==> config.mk <==
export PLATFORM = sky130hd
export DESIGN_NAME = ect_top
export DESIGN_NICKNAME = d
export VERILOG_FILES = /design/src/ect_pkg.sv /design/src/ect_evt_if.sv /design/src/ect_pin_sync.sv /design/src/ect_quad.sv /design/src/ect_top.sv
export SDC_FILE = /design/constraint.sdc
export NUM_CORES = 1
export LEC_CHECK = 0
export BUFFER_PORTS_ARGS = -buffer_cell sky130_fd_sc_hd__buf_2
export CAP_MARGIN = 5
export CELL_PAD_IN_SITES_DETAIL_PLACEMENT = 1
export CELL_PAD_IN_SITES_GLOBAL_PLACEMENT = 1
export CORE_ASPECT_RATIO = 1.25
export CORE_MARGIN = 8
export CORE_UTILIZATION = 41
export DETAILED_ROUTE_END_ITERATION = 10
export PLACE_DENSITY = 0.86
export SYNTH_ARGS = -nofsm -noshare
export SYNTH_HDL_FRONTEND = slang
export SYNTH_SLANG_ARGS = --single-unit
==> constraint.sdc <==
create_clock -name ref_clk -period 3.3 [get_ports ref_clk]
set_input_delay 0 -clock ref_clk [delete_from_list [all_inputs] [get_ports ref_clk]]
set_output_delay 0 -clock ref_clk [all_outputs]
set_load 0.05 [all_outputs]
==> src/ect_pkg.sv <==
/*
  Package for the event counter timer channel: register indices, control
  field positions, reset values and source/edge encodings.
  Assumes nothing of its surroundings; every file that uses it names it explicitly.
*/
package ect_pkg;

  // ----------------------------------------------------------------------
  // widths
  // ----------------------------------------------------------------------
  localparam int unsigned CNT_W  = 16;
  localparam int unsigned ADDR_W = 4;
  localparam int unsigned PRIO_W = 3;

  // ----------------------------------------------------------------------
  // register indices on the plain register port
  // ----------------------------------------------------------------------
  localparam logic [ADDR_W-1:0] REG_COUNT  = 4'h0;
  localparam logic [ADDR_W-1:0] REG_CTRL   = 4'h1;
  localparam logic [ADDR_W-1:0] REG_STATUS = 4'h2;
  localparam logic [ADDR_W-1:0] REG_PRIO   = 4'h3;
  localparam logic [ADDR_W-1:0] REG_RELOAD = 4'h4;

  // ----------------------------------------------------------------------
  // control register fields
  // ----------------------------------------------------------------------
  localparam int unsigned CTL_START    = 0;
  localparam int unsigned CTL_TWO_PH   = 1;
  localparam int unsigned CTL_SRC_LO   = 2;
  localparam int unsigned CTL_EDGE_LO  = 4;
  localparam int unsigned CTL_DOWN     = 6;
  localparam int unsigned CTL_DIR_EXT  = 7;
  localparam int unsigned CTL_FREE_RUN = 8;
  localparam int unsigned CTL_PULSE    = 9;
  localparam int unsigned CTL_MUL4     = 10;
  localparam int unsigned CTL_OUT_VAL  = 11;
  localparam int unsigned CTL_OUT_DRV  = 12;
  localparam int unsigned CTL_IN_VAL   = 13;
  localparam int unsigned CTL_IN_DRV   = 14;
  localparam int unsigned CTL_W        = 15;

  // ----------------------------------------------------------------------
  // status register fields
  // ----------------------------------------------------------------------
  localparam int unsigned STS_REQ     = 0;
  localparam int unsigned STS_OUT_LVL = 1;
  localparam int unsigned STS_IN_LVL  = 2;
  localparam int unsigned STS_UP      = 3;

  // ----------------------------------------------------------------------
  // encodings and reset values
  // ----------------------------------------------------------------------
  typedef enum logic [1:0] {
    ECT_SRC_PIN  = 2'h0,
    ECT_SRC_SFT  = 2'h1,
    ECT_SRC_COMP = 2'h2,
    ECT_SRC_NONE = 2'h3
  } ect_src_t;

  typedef enum logic [1:0] {
    ECT_EDGE_RISE = 2'h0,
    ECT_EDGE_FALL = 2'h1,
    ECT_EDGE_BOTH = 2'h2,
    ECT_EDGE_OFF  = 2'h3
  } ect_edge_t;

  localparam logic [CNT_W-1:0]  CNT_RST  = 16'h0000;
  localparam logic [CNT_W-1:0]  CNT_MAX  = 16'hFFFF;
  localparam logic [CNT_W-1:0]  CNT_ZERO = 16'h0000;
  localparam logic [CTL_W-1:0]  CTL_RST  = 15'h0000;
  localparam logic [PRIO_W-1:0] PRIO_RST = 3'h0;

endpackage

==> src/ect_evt_if.sv <==
/*
  Interface carrying the synchronised pin levels and their edge pulses
  from the pin front end to the two-phase decoder.
  Assumes one clock; all members are produced on ref_clk.
*/
`timescale 1ns/100ps
`default_nettype none
interface ect_evt_if;
  logic in_lvl;
  logic in_rise;
  logic in_fall;
  logic out_lvl;
  logic out_rise;
  logic out_fall;

  modport prod (output in_lvl, in_rise, in_fall, out_lvl, out_rise, out_fall);
  modport cons (input  in_lvl, in_rise, in_fall, out_lvl, out_rise, out_fall);
endinterface
`default_nettype wire

==> src/ect_pin_sync.sv <==
/*
  Two-flop synchroniser for one pin, followed by an edge detector.
  Assumes the pin is asynchronous to ref_clk.
*/
`timescale 1ns/100ps
`default_nettype none
module ect_pin_sync (
  input  wire logic ref_clk,
  input  wire logic rst_n,
  input  wire logic pin,
  output logic      lvl,
  output logic      rise,
  output logic      fall
);
  logic meta_q;
  logic sync_q;
  logic prev_q;

  // meta_q is read by sync_q only
  always_ff @(posedge ref_clk or negedge rst_n) begin
    if (!rst_n) begin
      meta_q <= 1'b0;
      sync_q <= 1'b0;
      prev_q <= 1'b0;
    end else begin
      meta_q <= pin;
      sync_q <= meta_q;
      prev_q <= sync_q;
    end
  end

  assign lvl  = sync_q;
  assign rise = sync_q & ~prev_q;
  assign fall = ~sync_q & prev_q;
endmodule // ect_pin_sync
`default_nettype wire

==> src/ect_quad.sv <==
/*
  Two-phase decoder: turns edges on the two phase pins into up and down
  count steps, either in normal or in multiply-by-4 processing.
  Assumes synchronised levels and one-cycle edge pulses on the interface.
*/
`timescale 1ns/100ps
`default_nettype none
module ect_quad (
  ect_evt_if.cons   evt,
  input  wire logic mul4,
  output logic      step_up,
  output logic      step_dn
);
  logic nrm_up;
  logic nrm_dn;
  logic m4_up;
  logic m4_dn;

  // normal: only edges of the first phase while the second is high
  assign nrm_up = evt.in_rise & evt.out_lvl;
  assign nrm_dn = evt.in_fall & evt.out_lvl;

  // x4: every edge; direction from which phase leads
  assign m4_up = (evt.in_rise & evt.out_lvl) | (evt.in_fall & ~evt.out_lvl) |
                 (evt.out_rise & ~evt.in_lvl) | (evt.out_fall & evt.in_lvl);
  assign m4_dn = (evt.in_rise & ~evt.out_lvl) | (evt.in_fall & evt.out_lvl) |
                 (evt.out_rise & evt.in_lvl) | (evt.out_fall & ~evt.in_lvl);

  // a glitch giving both at once is dropped rather than guessed
  assign step_up = mul4 ? (m4_up & ~m4_dn) : nrm_up;
  assign step_dn = mul4 ? (m4_dn & ~m4_up) : nrm_dn;
endmodule // ect_quad
`default_nettype wire

==> src/ect_top.sv <==
/*
  Event counter timer channel: 16-bit counter with reload register,
  single-phase and two-phase counting, pulse output, interrupt request.
  Assumes a register master on ref_clk with one-cycle strobes and read
  data sampled in the cycle after the read strobe; pins are asynchronous.
*/
`timescale 1ns/100ps
`default_nettype none
module ect_top #(
  parameter int unsigned CNT_W  = ect_pkg::CNT_W,
  parameter int unsigned PRIO_W = ect_pkg::PRIO_W
) (
  input  wire logic                      ref_clk,
  input  wire logic                      rst_n,
  // register port
  input  wire logic [ect_pkg::ADDR_W-1:0] reg_addr,
  input  wire logic [CNT_W-1:0]          reg_wdata,
  input  wire logic                      reg_wr,
  input  wire logic                      reg_rd,
  output logic      [CNT_W-1:0]          reg_rdata,
  // neighbouring timers, same clock
  input  wire logic                      second_family_timer_two_ovf,
  input  wire logic                      companion_event_timer_ovf,
  // interrupt acceptance
  input  wire logic                      global_int_en,
  input  wire logic [PRIO_W-1:0]         processor_priority_level,
  output logic                           irq_request,
  output logic                           irq_accept,
  output logic                           wrap_pulse,
  // pins
  input  wire logic                      event_input_pin_i,
  output logic                           event_input_pin_o,
  output logic                           event_input_pin_oe_n,
  input  wire logic                      event_output_pin_i,
  output logic                           event_output_pin_o,
  output logic                           event_output_pin_oe_n
);

  // ----------------------------------------------------------------------
  // state
  // ----------------------------------------------------------------------
  logic [CNT_W-1:0]          cnt_q,    cnt_d;
  logic [CNT_W-1:0]          rld_q,    rld_d;
  logic [ect_pkg::CTL_W-1:0] ctl_q,    ctl_d;
  logic [PRIO_W-1:0]         prio_q,   prio_d;
  logic                      req_q,    req_d;
  logic                      acc_q,    acc_d;
  logic                      wrap_q,   wrap_d;
  logic                      up_q,     up_d;
  logic                      pout_q,   pout_d;
  logic [CNT_W-1:0]          rdata_q,  rdata_d;
  logic                      in_o_q,   in_o_d;
  logic                      in_oen_q, in_oen_d;
  logic                      out_o_q,  out_o_d;
  logic                      out_oen_q, out_oen_d;

  // ----------------------------------------------------------------------
  // control fields
  // ----------------------------------------------------------------------
  wire                  run      = ctl_q[ect_pkg::CTL_START];
  wire                  two_ph   = ctl_q[ect_pkg::CTL_TWO_PH];
  wire ect_pkg::ect_src_t  src   = ect_pkg::ect_src_t'(ctl_q[ect_pkg::CTL_SRC_LO +: 2]);
  wire ect_pkg::ect_edge_t edg   = ect_pkg::ect_edge_t'(ctl_q[ect_pkg::CTL_EDGE_LO +: 2]);
  wire                  sw_down  = ctl_q[ect_pkg::CTL_DOWN];
  wire                  dir_ext  = ctl_q[ect_pkg::CTL_DIR_EXT];
  wire                  free_run = ctl_q[ect_pkg::CTL_FREE_RUN];
  wire                  pulse_on = ctl_q[ect_pkg::CTL_PULSE];
  wire                  mul4     = ctl_q[ect_pkg::CTL_MUL4];

  // ----------------------------------------------------------------------
  // pin front end
  // ----------------------------------------------------------------------
  ect_evt_if evt ();

  ect_pin_sync u_in_sync (
    .ref_clk (ref_clk),
    .rst_n   (rst_n),
    .pin     (event_input_pin_i),
    .lvl     (evt.in_lvl),
    .rise    (evt.in_rise),
    .fall    (evt.in_fall)
  );

  ect_pin_sync u_out_sync (
    .ref_clk (ref_clk),
    .rst_n   (rst_n),
    .pin     (event_output_pin_i),
    .lvl     (evt.out_lvl),
    .rise    (evt.out_rise),
    .fall    (evt.out_fall)
  );

  // ----------------------------------------------------------------------
  // two-phase decoder
  // ----------------------------------------------------------------------
  wire qd_up;
  wire qd_dn;

  ect_quad u_quad (
    .evt     (evt),
    .mul4    (mul4),
    .step_up (qd_up),
    .step_dn (qd_dn)
  );

  // ----------------------------------------------------------------------
  // single-phase source and direction
  // ----------------------------------------------------------------------
  wire pin_evt = (edg == ect_pkg::ECT_EDGE_RISE) ? evt.in_rise :
                 (edg == ect_pkg::ECT_EDGE_FALL) ? evt.in_fall :
                 (edg == ect_pkg::ECT_EDGE_BOTH) ? (evt.in_rise | evt.in_fall) :
                 1'b0;

  wire sp_evt  = (src == ect_pkg::ECT_SRC_PIN)  ? pin_evt :
                 (src == ect_pkg::ECT_SRC_SFT)  ? second_family_timer_two_ovf :
                 (src == ect_pkg::ECT_SRC_COMP) ? companion_event_timer_ovf :
                 1'b0;

  // output pin high selects up count when it serves as direction input
  wire sp_up   = dir_ext ? evt.out_lvl : ~sw_down;

  wire step    = run & (two_ph ? (qd_up | qd_dn) : sp_evt);
  wire step_up = two_ph ? qd_up : sp_up;

  // ----------------------------------------------------------------------
  // counter arithmetic
  // ----------------------------------------------------------------------
  wire ovf  = step & step_up & (cnt_q == ect_pkg::CNT_MAX);
  wire unf  = step & ~step_up & (cnt_q == ect_pkg::CNT_ZERO);
  wire wrap = ovf | unf;

  wire [CNT_W-1:0] cnt_inc = cnt_q + {{(CNT_W-1){1'b0}}, 1'b1};
  wire [CNT_W-1:0] cnt_dec = cnt_q - {{(CNT_W-1){1'b0}}, 1'b1};

  // free-run lets +1/-1 wrap naturally; otherwise the reload value
  wire [CNT_W-1:0] cnt_step = (wrap & ~free_run) ? rld_q :
                              (step_up ? cnt_inc : cnt_dec);

  // ----------------------------------------------------------------------
  // register decode
  // ----------------------------------------------------------------------
  wire wr_cnt  = reg_wr & (reg_addr == ect_pkg::REG_COUNT);
  wire wr_ctl  = reg_wr & (reg_addr == ect_pkg::REG_CTRL);
  wire wr_sts  = reg_wr & (reg_addr == ect_pkg::REG_STATUS);
  wire wr_prio = reg_wr & (reg_addr == ect_pkg::REG_PRIO);
  wire req_clr = wr_sts & reg_wdata[ect_pkg::STS_REQ];

  wire [CNT_W-1:0] sts_word = CNT_W'({up_q, evt.in_lvl, evt.out_lvl, req_q});

  wire [CNT_W-1:0] rd_mux =
    (reg_addr == ect_pkg::REG_COUNT)  ? cnt_q :
    (reg_addr == ect_pkg::REG_CTRL)   ? CNT_W'(ctl_q) :
    (reg_addr == ect_pkg::REG_STATUS) ? sts_word :
    (reg_addr == ect_pkg::REG_PRIO)   ? CNT_W'(prio_q) :
    (reg_addr == ect_pkg::REG_RELOAD) ? rld_q :
    ect_pkg::CNT_ZERO;

  // ----------------------------------------------------------------------
  // next state
  // ----------------------------------------------------------------------
  // a stopped write reaches the counter; a running one waits for a wrap with free-run off
  assign cnt_d   = (wr_cnt & ~run) ? reg_wdata :
                   step ? cnt_step : cnt_q;
  assign rld_d   = wr_cnt ? reg_wdata : rld_q;
  assign ctl_d   = wr_ctl ? reg_wdata[ect_pkg::CTL_W-1:0] : ctl_q;
  assign prio_d  = wr_prio ? reg_wdata[PRIO_W-1:0] : prio_q;
  // a wrap in the clearing cycle keeps the request set
  assign req_d   = wrap | (req_q & ~req_clr);
  assign acc_d   = global_int_en & req_d & (prio_q > processor_priority_level);
  assign wrap_d  = wrap;
  assign up_d    = step ? step_up : up_q;
  assign pout_d  = pout_q ^ (wrap & pulse_on);
  assign rdata_d = reg_rd ? rd_mux : ect_pkg::CNT_ZERO;

  // ----------------------------------------------------------------------
  // pin drivers
  // ----------------------------------------------------------------------
  // output pin is an input in two-phase mode or when it selects direction
  wire out_is_in = two_ph | dir_ext;
  assign out_o_d   = pulse_on ? pout_d : ctl_q[ect_pkg::CTL_OUT_VAL];
  assign out_oen_d = ~(~out_is_in & (pulse_on | ctl_q[ect_pkg::CTL_OUT_DRV]));
  // input pin may only be driven when it is not the count source
  wire in_is_src   = two_ph | (src == ect_pkg::ECT_SRC_PIN);
  assign in_o_d    = ctl_q[ect_pkg::CTL_IN_VAL];
  assign in_oen_d  = ~(~in_is_src & ctl_q[ect_pkg::CTL_IN_DRV]);

  // ----------------------------------------------------------------------
  // flip-flops
  // ----------------------------------------------------------------------
  always_ff @(posedge ref_clk or negedge rst_n) begin
    if (!rst_n) begin
      cnt_q  <= ect_pkg::CNT_RST;
      rld_q  <= ect_pkg::CNT_RST;
      ctl_q  <= ect_pkg::CTL_RST;
      prio_q <= ect_pkg::PRIO_RST;
    end else begin
      cnt_q  <= cnt_d;
      rld_q  <= rld_d;
      ctl_q  <= ctl_d;
      prio_q <= prio_d;
    end
  end

  always_ff @(posedge ref_clk or negedge rst_n) begin
    if (!rst_n) begin
      req_q   <= 1'b0;
      acc_q   <= 1'b0;
      wrap_q  <= 1'b0;
      up_q    <= 1'b1;
      pout_q  <= 1'b0;
      rdata_q <= ect_pkg::CNT_ZERO;
    end else begin
      req_q   <= req_d;
      acc_q   <= acc_d;
      wrap_q  <= wrap_d;
      up_q    <= up_d;
      pout_q  <= pout_d;
      rdata_q <= rdata_d;
    end
  end

  always_ff @(posedge ref_clk or negedge rst_n) begin
    if (!rst_n) begin
      in_o_q    <= 1'b0;
      in_oen_q  <= 1'b1;
      out_o_q   <= 1'b0;
      out_oen_q <= 1'b1;
    end else begin
      in_o_q    <= in_o_d;
      in_oen_q  <= in_oen_d;
      out_o_q   <= out_o_d;
      out_oen_q <= out_oen_d;
    end
  end

  // ----------------------------------------------------------------------
  // outputs
  // ----------------------------------------------------------------------
  assign reg_rdata             = rdata_q;
  assign irq_request           = req_q;
  assign irq_accept            = acc_q;
  assign wrap_pulse            = wrap_q;
  assign event_input_pin_o     = in_o_q;
  assign event_input_pin_oe_n  = in_oen_q;
  assign event_output_pin_o    = out_o_q;
  assign event_output_pin_oe_n = out_oen_q;

endmodule // ect_top
`default_nettype wire

### Yosys cells after proc, flatten, opt, wreduce, memory -nomap -nowiden

Index checks and enable logic that the tools add are counted.
W data, S select, Z words.

* register bits: 81
* latch bits: 0
* RAM bits: 0
* bits in read-only memories: 0
* input bits: 32
* output and inout port bits: 23
* word-level logic and storage cells: 120
* memories: 0

* $add $sub $neg: 2
* $mul: 0
* divide/modulo/power cells: 0
* order comparisons: 1
* equal/unequal tests: 9
* shift-type cells: 0
* mux-type cells: 22
* bitwise logic cells: 61
* reductions and logical operators: 5

Operators by type and width (number)
* $mux W16: 10
* $and A1 B1 Y1: 32
* $add A16 B1 Y16 const B: 1
* $eq A16 B16 Y1 const B: 1
* $logic_not A16 Y1: 1
* $sub A16 B1 Y16 const B: 1
* $not A1 Y1: 15
* $or A1 B1 Y1: 13
* $mux W1: 12
* $eq A4 B2 Y1 const B: 2
* $eq A2 B1 Y1 const B: 2
* $eq A2 B2 Y1 const B: 2
* $eq A4 B1 Y1 const B: 1
* $eq A4 B3 Y1 const B: 1
* $logic_not A2 Y1: 2
* $logic_not A4 Y1: 1
* $gt A3 B3 Y1: 1
* $reduce_bool A2 Y1: 1
* $xor A1 B1 Y1: 1

### Depth between registers and ports, before layout

Gate-level depths: netlist of the first run.

* word-level depth: 19
* mapped depth: 15
* gate-level depth less buffers: 14

### Modules after synthesis

A second synthesis of the first run with hierarchy kept.

* cells, all modules: 434
* area, all modules: 4356.7 um2

Modules (own cells, without submodules)
* ect_top: times used 1, cells an instance 412, area each 4087.7 um2, seq. area each 1880.6 um2
* ect_pin_sync: times used 2, cells an instance 5, area each 90.1 um2, seq. area each 75.1 um2
* ect_quad: times used 1, cells an instance 12, area each 88.8 um2, seq. area each 0.0 um2

### Least setup slack after synthesis of the first run

Ideal clock, no wire load.

* path kind: register to register
* start: register u_in_sync.sync_q, in the netlist u_in_sync.lvl
* end: register cnt_q[12]
* setup time: 0.126 ns
* arrival: 3.146 ns
* required time: 3.174 ns
* slack: 0.028 ns
* cell stages (with the launch flop): 16
* path buffers: 1
* period minus slack after synthesis: 3.272 ns
* cell sequence: dfrtp_1 inv_1 ha_1 and3b_1 a32oi_1 a21boi_1 buf_2 xnor2_1 ha_1 nor2_1 nand3_1 or3_1 nor4_1 a41oi_1 xnor2_1 a221o_1

* longest elaborated chain between the ends: 19
* elaborated cells between the ends (all ways): 44
* classes of those cells: mux (12); bitwise (31); reduce/logical (1)

Ends and longest elaborated chain
* from (decl): RTL line ect_pin_sync.sv:16 `logic sync_q;`
* from (signal assigned): RTL line ect_pin_sync.sv:27 `sync_q <= meta_q;`
* $not A1 Y1: RTL line ect_pin_sync.sv:34, ect_quad.sv:25, ect_quad.sv:27
* $and A1 B1 Y1: RTL line ect_pin_sync.sv:34 `assign fall = ~sync_q & prev_q;`
* $and A1 B1 Y1 (on tied branches): RTL line ect_quad.sv:21, ect_quad.sv:26, ect_quad.sv:24
* $or A1 B1 Y1 (on tied branches) (2 in a row): RTL line ect_quad.sv:26, ect_quad.sv:24
* $or A1 B1 Y1 (on tied branches): RTL line ect_quad.sv:27, ect_quad.sv:25
* $not A1 Y1 (on tied branches): RTL line ect_quad.sv:30, ect_quad.sv:31
* $and A1 B1 Y1 (on tied branches): RTL line ect_quad.sv:30, ect_quad.sv:31
* $mux W1 (on tied branches): RTL line ect_quad.sv:30, ect_quad.sv:31
* $or A1 B1 Y1: RTL line ect_top.sv:122 `wire step = run & (two_ph ? (qd_up | qd_dn) : sp_evt);`
* $mux W1: RTL line ect_top.sv:122
* $and A1 B1 Y1: RTL line ect_top.sv:122
* $and A1 B1 Y1 (on tied branches) (2 in a row): RTL line ect_top.sv:128, ect_top.sv:129
* $or A1 B1 Y1: RTL line ect_top.sv:130 `wire wrap = ovf | unf;`
* $and A1 B1 Y1: RTL line ect_top.sv:136 `wire [CNT_W-1:0] cnt_step = (wrap & ~free_run) ? rld_q :`
* $mux W16: RTL line ect_top.sv:136
* $mux W16: RTL line ect_top.sv:163 `step ? cnt_step : cnt_q;`
* $mux W16: RTL line ect_top.sv:162 `assign cnt_d = (wr_cnt & ~run) ? reg_wdata :`
* to (signal assigned): RTL line ect_top.sv:192 `cnt_q <= ect_pkg::CNT_RST;`
* to (signal assigned): RTL line ect_top.sv:197 `cnt_q <= cnt_d;`
* to (decl): RTL line ect_top.sv:42 `logic [CNT_W-1:0] cnt_q, cnt_d;`

Several ways; a longest one is shown, not always the timed one. The select of a mux whose other input is x is not followed.
A chain may end at the register's enable or synchronous reset.

### Worst setup path after layout of the first run

Same ends and word-level chain as after synthesis.

==> results.sh, run 1 <==
export IMPL_status="complete, but fails checks"
export IMPL_failed_checks="setup timing"
export IMPL_clock_fmax_mhz=295
export IMPL_fin_ws_ns=-0.0852
export IMPL_layout_nets=544
export IMPL_clock_latency_ns=0.35
export IMPL_grt_util_all_layers=0.235
export IMPL_grt_overflow_total=0
export IMPL_grt_pass1_wl_um=25200
export IMPL_hold_violations=0
export IMPL_dp_cells=601
export IMPL_period_minus_slack_ns=3.39
export IMPL_yosysTopAreaCellShare=0.450
export IMPL_startpoint="u_in_sync.lvl$_DFF_PN0_"
export IMPL_cts_sinks=81
export IMPL_yosys_warnings=0
export IMPL_cts_buffers_inserted=9
export IMPL_startpoint_type="flop"
export IMPL_place_hpwl_um=9770
export IMPL_slew_viol_final=0
export IMPL_io_buffers=54
export IMPL_synthTopCellsByArea="dfrtp_1 45%, mux2_2 9.1%, mux2i_1 4.6%"
export IMPL_cts_root_buf="clkbuf_16"
export IMPL_finalCritPeriodShare=1.03
export IMPL_ys_seq_elements=81
export IMPL_cts_htree_levels=3
export IMPL_grt_max_degree=82
export IMPL_finalSetupTns_ns=-0.0967
export IMPL_wire_per_inst_um=26.6
export IMPL_antenna_found_initial=0
export IMPL_num_vias=4118
export IMPL_synth_fp_nets=474
export IMPL_cp_required_ns=3.52
export IMPL_ioPinCount=55
export IMPL_fillers=1169
export IMPL_tightest_slew_ns=1.07
export IMPL_syn_to_final_growth_pct=23.6
export IMPL_drive_above_1_share=0.276
export IMPL_worstHoldStart="reg_wr"
export IMPL_synthCells=436
export IMPL_avgViaCountPerCell=6.39
export IMPL_synth_largest_area_cell="dfrtp_1"
export IMPL_die_h_um=131
export IMPL_firstDrtPassIters=5
export IMPL_syn_area_per_cell_sq_um=9.95
export IMPL_clkTransAtPathRegs_ns=0.06
export IMPL_critPathKind="reg2reg"
export IMPL_die_w_um=108
export IMPL_crit_arrival_ns=3.61
export IMPL_die_area_sq_um=14100
export IMPL_hold_class="in2reg"
export IMPL_final_antenna_net_count=0
export IMPL_rr_startpoint="u_in_sync.lvl$_DFF_PN0_"
export IMPL_critPathMaxFanout=6
export IMPL_fin_skew_ns=0.0118
export IMPL_core_area_sq_um=10500
export IMPL_ir_drop_mv=0.261
export IMPL_leakagePower_nw=2.39
export IMPL_cap_violations=0
export IMPL_p_per_area_nw_per_um2=729
export IMPL_setup_viol=2
export IMPL_synthArstFlopShare=1.00
export IMPL_synth_edff_count=0
export IMPL_netlist_area_sq_um=4340
export IMPL_cts_tree="built"
export IMPL_slew_limit_headroom=0.286
export IMPL_instances_no_fill=644
export IMPL_endpoint_kind="flop"
export IMPL_gp_congestion=0.913
export IMPL_grt_pass1_vias=4418
export IMPL_start_util=0.415
export IMPL_finalWirelength_um=17100
export IMPL_rows=42
export IMPL_ys_flop_type="dfrtp_1"
export IMPL_dr_first_iter_drc_count=464
export IMPL_ys_seq_area_frac=0.468
export IMPL_cts_buffer_depth=2
export IMPL_synth_distinct_cells=52
export IMPL_drc=0
-- kinds of logic (layout without fill, tap and decap cells) --
logic type | count (synthesis) | after routing | synth area share
buffers and inverters | 42 | 117 | 0.0413
adder cells (fa/ha/maj) | 6 | 6 | 0.0173
flip-flops | 81 | 81 | 0.468
other | 0 | 1 | 0
AO/OA/AOI/OAI | 101 | 101 | 0.144
XOR/XNOR | 16 | 16 | 0.0323
AND/OR/NAND/NOR | 135 | 135 | 0.160
multiplexers | 55 | 55 | 0.137
-- sequential cells by signal, indices dropped and copies added, names as in the netlist, 3 cells and up --
| register | count |
|---|---|
| cnt_q | 16 |
| rld_q | 16 |
| prio_q | 3 |
| reg_rdata | 16 |
| ctl_q | 15 |
-- metrics by stage --
step | cell area [sq um] | utilization | total power, mW | setup WS (ns) | hold WS (ns)
after floorplan | 4340 | - | 2.28 | 0.0281 | -0.296
after global placement | 4710 | 0.450 | 2.52 | 0.0779 | 0.115
after detailed placement | 4710 | 0.450 | 2.62 | -0.171 | 0.114
after CTS | 5260 | 0.503 | 3.73 | 0.0357 | 0.0419
after global routing | 5360 | 0.512 | 4.05 | -0.195 | 0.0674
final | 5360 | 0.513 | 3.91 | -0.0852 | 0.0528
-- worst paths after layout --
kind                                            end  slack (ns)  depth (start not counted)
min in group asynchronous      rld_q[0]$_DFFE_PN0P_        0.39                          2
max in group asynchronous     rld_q[12]$_DFFE_PN0P_        2.21                          2
min                           irq_request$_DFF_PN0_        0.05                          3
max                           cnt_q[12]$_DFFE_PN0P_       -0.09                         14
min reg2reg                u_out_sync.lvl$_DFF_PN0_        0.38                          0
max reg2reg                   cnt_q[12]$_DFFE_PN0P_       -0.09                         14
-- area by class of cell --
class / count / area, sq um / area share
Antenna cell: 1 / 2.50 / 0.000467
Clock buffer: 14 / 274 / 0.0511
Clock inverter: 2 / 35.0 / 0.00654
Inverter: 12 / 45.0 / 0.00840
Multi-Input combinational cell: 313 / 2220 / 0.415
Sequential cell: 81 / 2030 / 0.379
Tap cell: 132 / 165 / 0.0308
Timing Repair Buffer: 89 / 586 / 0.109
-- worst max-delay path: stages (launching register included) --
cell and delay [ns]:
dfrtp_1 0.40, buf_4 0.15, ha_2 0.24, nor3b_2 0.27
a32oi_2 0.12, a21boi_2 0.25, xnor2_2 0.11, ha_2 0.23
nor2_4 0.13, nand3_1 0.13, or3_4 0.40, nor4_4 0.19
a41oi_1 0.09, xnor2_1 0.21, a221o_1 0.36
-- layer usage --
| metal | GRT usage | vias to the layer above | part of all wire |
|---|---|---|---|
| met3 | 0.0461 | 69 | 0.056 |
| met4 | 0.144 | 0 | 0.051 |
| li1 | - | 1713 | - |
| met2 | 0.408 | 226 | 0.52 |
| met5 | 0 | - | 0 |
| met1 | 0.260 | 2110 | 0.38 |
-- cell usage after synthesis, drive strengths merged, types with 2 or more instances --
cell    instances
nand4           5
a221o           8
a21boi          3
dfstp           3
or3             2
nor3           12
mux2i          20
nor3b           2
dfrtp          78
inv            12
a21oi          31
xor2            7
mux2           35
nand2b          6
nand2          30
o21ai          35
nand3          18
o211ai          8
and3           11
xnor2           9
nor2           33
buf            11
a31oi           3
nor2b           4
nor4            7
clkbuf         19
ha              6
-- power by group --
part / internal [mW] / total (mW) / leakage, nW / switching [mW]
registers: 1.21 / 1.62 / 1.02 / 0.407
clock network: 0.648 / 1.07 / 0.153 / 0.419
logic: 0.519 / 1.22 / 1.22 / 0.701
-- layout by cell type (no fill, tap or decap), types with 3 or more instances in the layout --
cell type       n
buf_4          16
nand3_1        18
dlygate4sd3_1  20
nand4_1         5
mux2i_1        20
o21ai_0        33
nor4_1          4
nand2b_1        5
clkbuf_16       9
dfrtp_1        78
a21oi_1        31
nor2_1         31
nand2_1        30
buf_2          53
inv_1          11
a221o_1         8
xor2_1          7
xnor2_1         8
clkbuf_8        3
o211ai_1        8
dfstp_2         3
nor3_1         10
mux2_2         35
nor2b_1         4
and3_1         11
ha_1            3
-- timing repair --
item / 4_1_cts / 5_1_grt
hold buffers: 20 / 0
endpoints found under the hold margin: 121 / 0
resized for setup: 5 / 14
setup endpoints to repair: 3 / 5
buffers inserted: 3 / 3
pin swaps: 1 / 5
Power figures use the tool's default switching activity.
==> inputs of run 2 (changes only) <==
--- a/config.mk
+++ b/config.mk
@@ -10,10 +10,9 @@
 export CELL_PAD_IN_SITES_DETAIL_PLACEMENT = 1
 export CELL_PAD_IN_SITES_GLOBAL_PLACEMENT = 1
 export CORE_ASPECT_RATIO = 1.25
-export CORE_MARGIN = 8
-export CORE_UTILIZATION = 41
+export CORE_UTILIZATION = 45
 export DETAILED_ROUTE_END_ITERATION = 10
-export PLACE_DENSITY = 0.86
+export PLACE_DENSITY = 0.9
 export SYNTH_ARGS = -nofsm -noshare
 export SYNTH_HDL_FRONTEND = slang
 export SYNTH_SLANG_ARGS = --single-unit
==> constraint.sdc (replaced) <==
create_clock -name ref_clk -period 3.5 [get_ports ref_clk]
set_input_delay 0 -clock ref_clk [delete_from_list [all_inputs] [get_ports ref_clk]]
set_output_delay 0 -clock ref_clk [all_outputs]
set_load 0.05 [all_outputs]
==> results.sh, run 2 (synthesis gave the netlist of run 1 again) <==
export IMPL_cts_buffers_inserted=9
export IMPL_endpoint_kind="flop"
export IMPL_tightest_slew_ns=1.04
export IMPL_cts_root_buf="clkbuf_16"
export IMPL_grt_pass1_wl_um=23900
export IMPL_final_antenna_net_count=0
export IMPL_worst_path_most_repeated_cell="xnor2_1"
export IMPL_layout_nets=538
export IMPL_grt_overflow_total=0
export IMPL_dr_first_iter_drc_count=362
export IMPL_cts_tree="built"
export IMPL_setup_viol=0
export IMPL_critPathMaxFanout=5
export IMPL_post_route_cell_area_sq_um=5220
export IMPL_clkTransAtPathRegs_ns=0.07
export IMPL_finalWirelength_um=15000
export IMPL_antenna_found_initial=0
export IMPL_drc=0
export IMPL_crit_arrival_ns=3.60
export IMPL_io_buffers=54
export IMPL_die_w_um=89.8
export IMPL_place_hpwl_um=9170
export IMPL_ioPinCount=55
export IMPL_total_power_mw=3.55
export IMPL_slowest_delay_ns=0.42
export IMPL_firstDrtPassIters=7
export IMPL_die_h_um=112
export IMPL_cap_violations=0
export IMPL_clock_fmax_mhz=297
export IMPL_status="completed"
export IMPL_gp_congestion=0.856
export IMPL_drive_above_1_share=0.253
export IMPL_start_util=0.468
export IMPL_startpoint_type="flop"
export IMPL_hold_violations=0
export IMPL_path_cells="inv_1 > ha_2 > mux2_2 > a32oi_2 > a21boi_2 > xnor2_1 > ha_1 > nor2_4 > nand3_1 > or3_1 > nor4_2 > a41oi_1 > xnor2_1 > a221o_1"
export IMPL_mostFrequentLayoutCells="77 x dfrtp_1, 53 x buf_2, 35 x mux2_2, 33 x o21ai_0, 32 x nor2_1"
export IMPL_cts_htree_levels=3
export IMPL_num_antenna_cells=0
export IMPL_core_area_sq_um=9270
export IMPL_die_area_sq_um=10000
export IMPL_final_common_cell="dfrtp_1"
export IMPL_cts_buffer_depth=2
export IMPL_grt_util_all_layers=0.316
export IMPL_cp_required_ns=3.74
export IMPL_rows=39
export IMPL_cts_sinks=81
export IMPL_finalSetupTns_ns=0
export IMPL_placed_area_sq_um=4690
export IMPL_slew_limit_headroom=0.308
export IMPL_slew_viol_final=0
export IMPL_syn_to_final_growth_pct=20.4
export IMPL_num_vias=3953
export IMPL_clock_latency_ns=0.35
export IMPL_grt_pass1_vias=4347
export IMPL_p_per_area_nw_per_um2=679
export IMPL_fillers=1066
export IMPL_leakagePower_nw=2.34
export IMPL_period_minus_slack_ns=3.36
export IMPL_grt_max_degree=82
export IMPL_critPathSlowestCell="dfrtp_2"
export IMPL_avgViaCountPerCell=6.29
export IMPL_fin_util=0.563
export IMPL_critPathKind="reg2reg"
export IMPL_ir_drop_mv=0.281
export IMPL_finalCritPeriodShare=0.961
export IMPL_fin_skew_ns=0.00770
export IMPL_hold_class="in2reg"
export IMPL_wire_per_inst_um=23.9
-- run 2: cell count changes in the layout (fill, tap and decap cells not counted), moves of 2 or more --
cell | previous run | this run
clkinv_2 | 1 | 3
clkbuf_8 | 3 | 0
buf_4 | 16 | 10
ha_1 | 3 | 5
clkbuf_1 | 2 | 0
-- run 2: what timing repair did --
| item | CTS | global route |
|---|---|---|
| pin swaps | 0 | 1 |
| endpoints found under the hold margin | 122 | 0 |
| hold buffers | 20 | 0 |
| buffers inserted | 0 | 1 |
| resized for setup | 3 | 4 |
| setup endpoints to repair | 1 | 2 |
-- run 2: worst paths after layout --
kind                                                 end  cells after the start                        start  slack (ns)
worst max-delay path               cnt_q[12]$_DFFE_PN0P_                     14      u_in_sync.lvl$_DFF_PN0_        0.14
max in group asynchronous           irq_accept$_DFF_PN0_                      2                        rst_n        2.43
worst max register to register     cnt_q[12]$_DFFE_PN0P_                     14      u_in_sync.lvl$_DFF_PN0_        0.14
worst min register to register  u_out_sync.lvl$_DFF_PN0_                      0  u_out_sync.meta_q$_DFF_PN0_        0.37
worst min-delay path              reg_rdata[0]$_DFF_PN0_                      4                  reg_addr[3]        0.05
min in group asynchronous           rld_q[1]$_DFFE_PN0P_                      2                        rst_n        0.37
-- run 2: metal layers --
metal / track usage / vias to the layer above / routed length [um]
met2: 0.528 / 173 / 7680
met5: 0 / - / 0
met4: 0.201 / 0 / 697
li1: - / 1699 / -
met1: 0.378 / 2023 / 5930
met3: 0.0560 / 58 / 723
-- run 2: cell type report --
cell class	instances	area, sq um	area share
Clock buffer	9	225	0.0431
Tap cell	123	154	0.0295
Timing Repair Buffer	83	541	0.104
Sequential cell	81	2030	0.389
Clock inverter	7	70.1	0.0134
Inverter	12	45.0	0.00863
Multi-Input combinational cell	313	2150	0.413
-- run 2: critical path: cells and delay by family, from the launching register on --
kind / cells / cell delay (ns)
flops: 1 / 0.42
compound gates: 4 / 0.78
simple gates: 4 / 0.82
buf+inv: 1 / 0.11
fa+ha+maj: 2 / 0.49
mux: 1 / 0.28
xor+xnor: 2 / 0.35
-- run 2: power by group --
part	leakage, nW	internal (mW)	total, mW	switching, mW
logic	1.17	0.468	1.10	0.628
clock network	0.146	0.553	0.963	0.410
registers	1.02	1.14	1.49	0.343
total	2.34	2.16	3.55	1.38
-- run 2: per-stage QoR --
step	instances	setup WS, ns	hold slack [ns]
floorplan	436	0.228	-0.296
global placement	591	0.228	0.111
detailed placement	591	0.0387	0.116
CTS	627	0.0237	0.0391
global route	628	-0.0198	0.0569
finish	628	0.136	0.0476
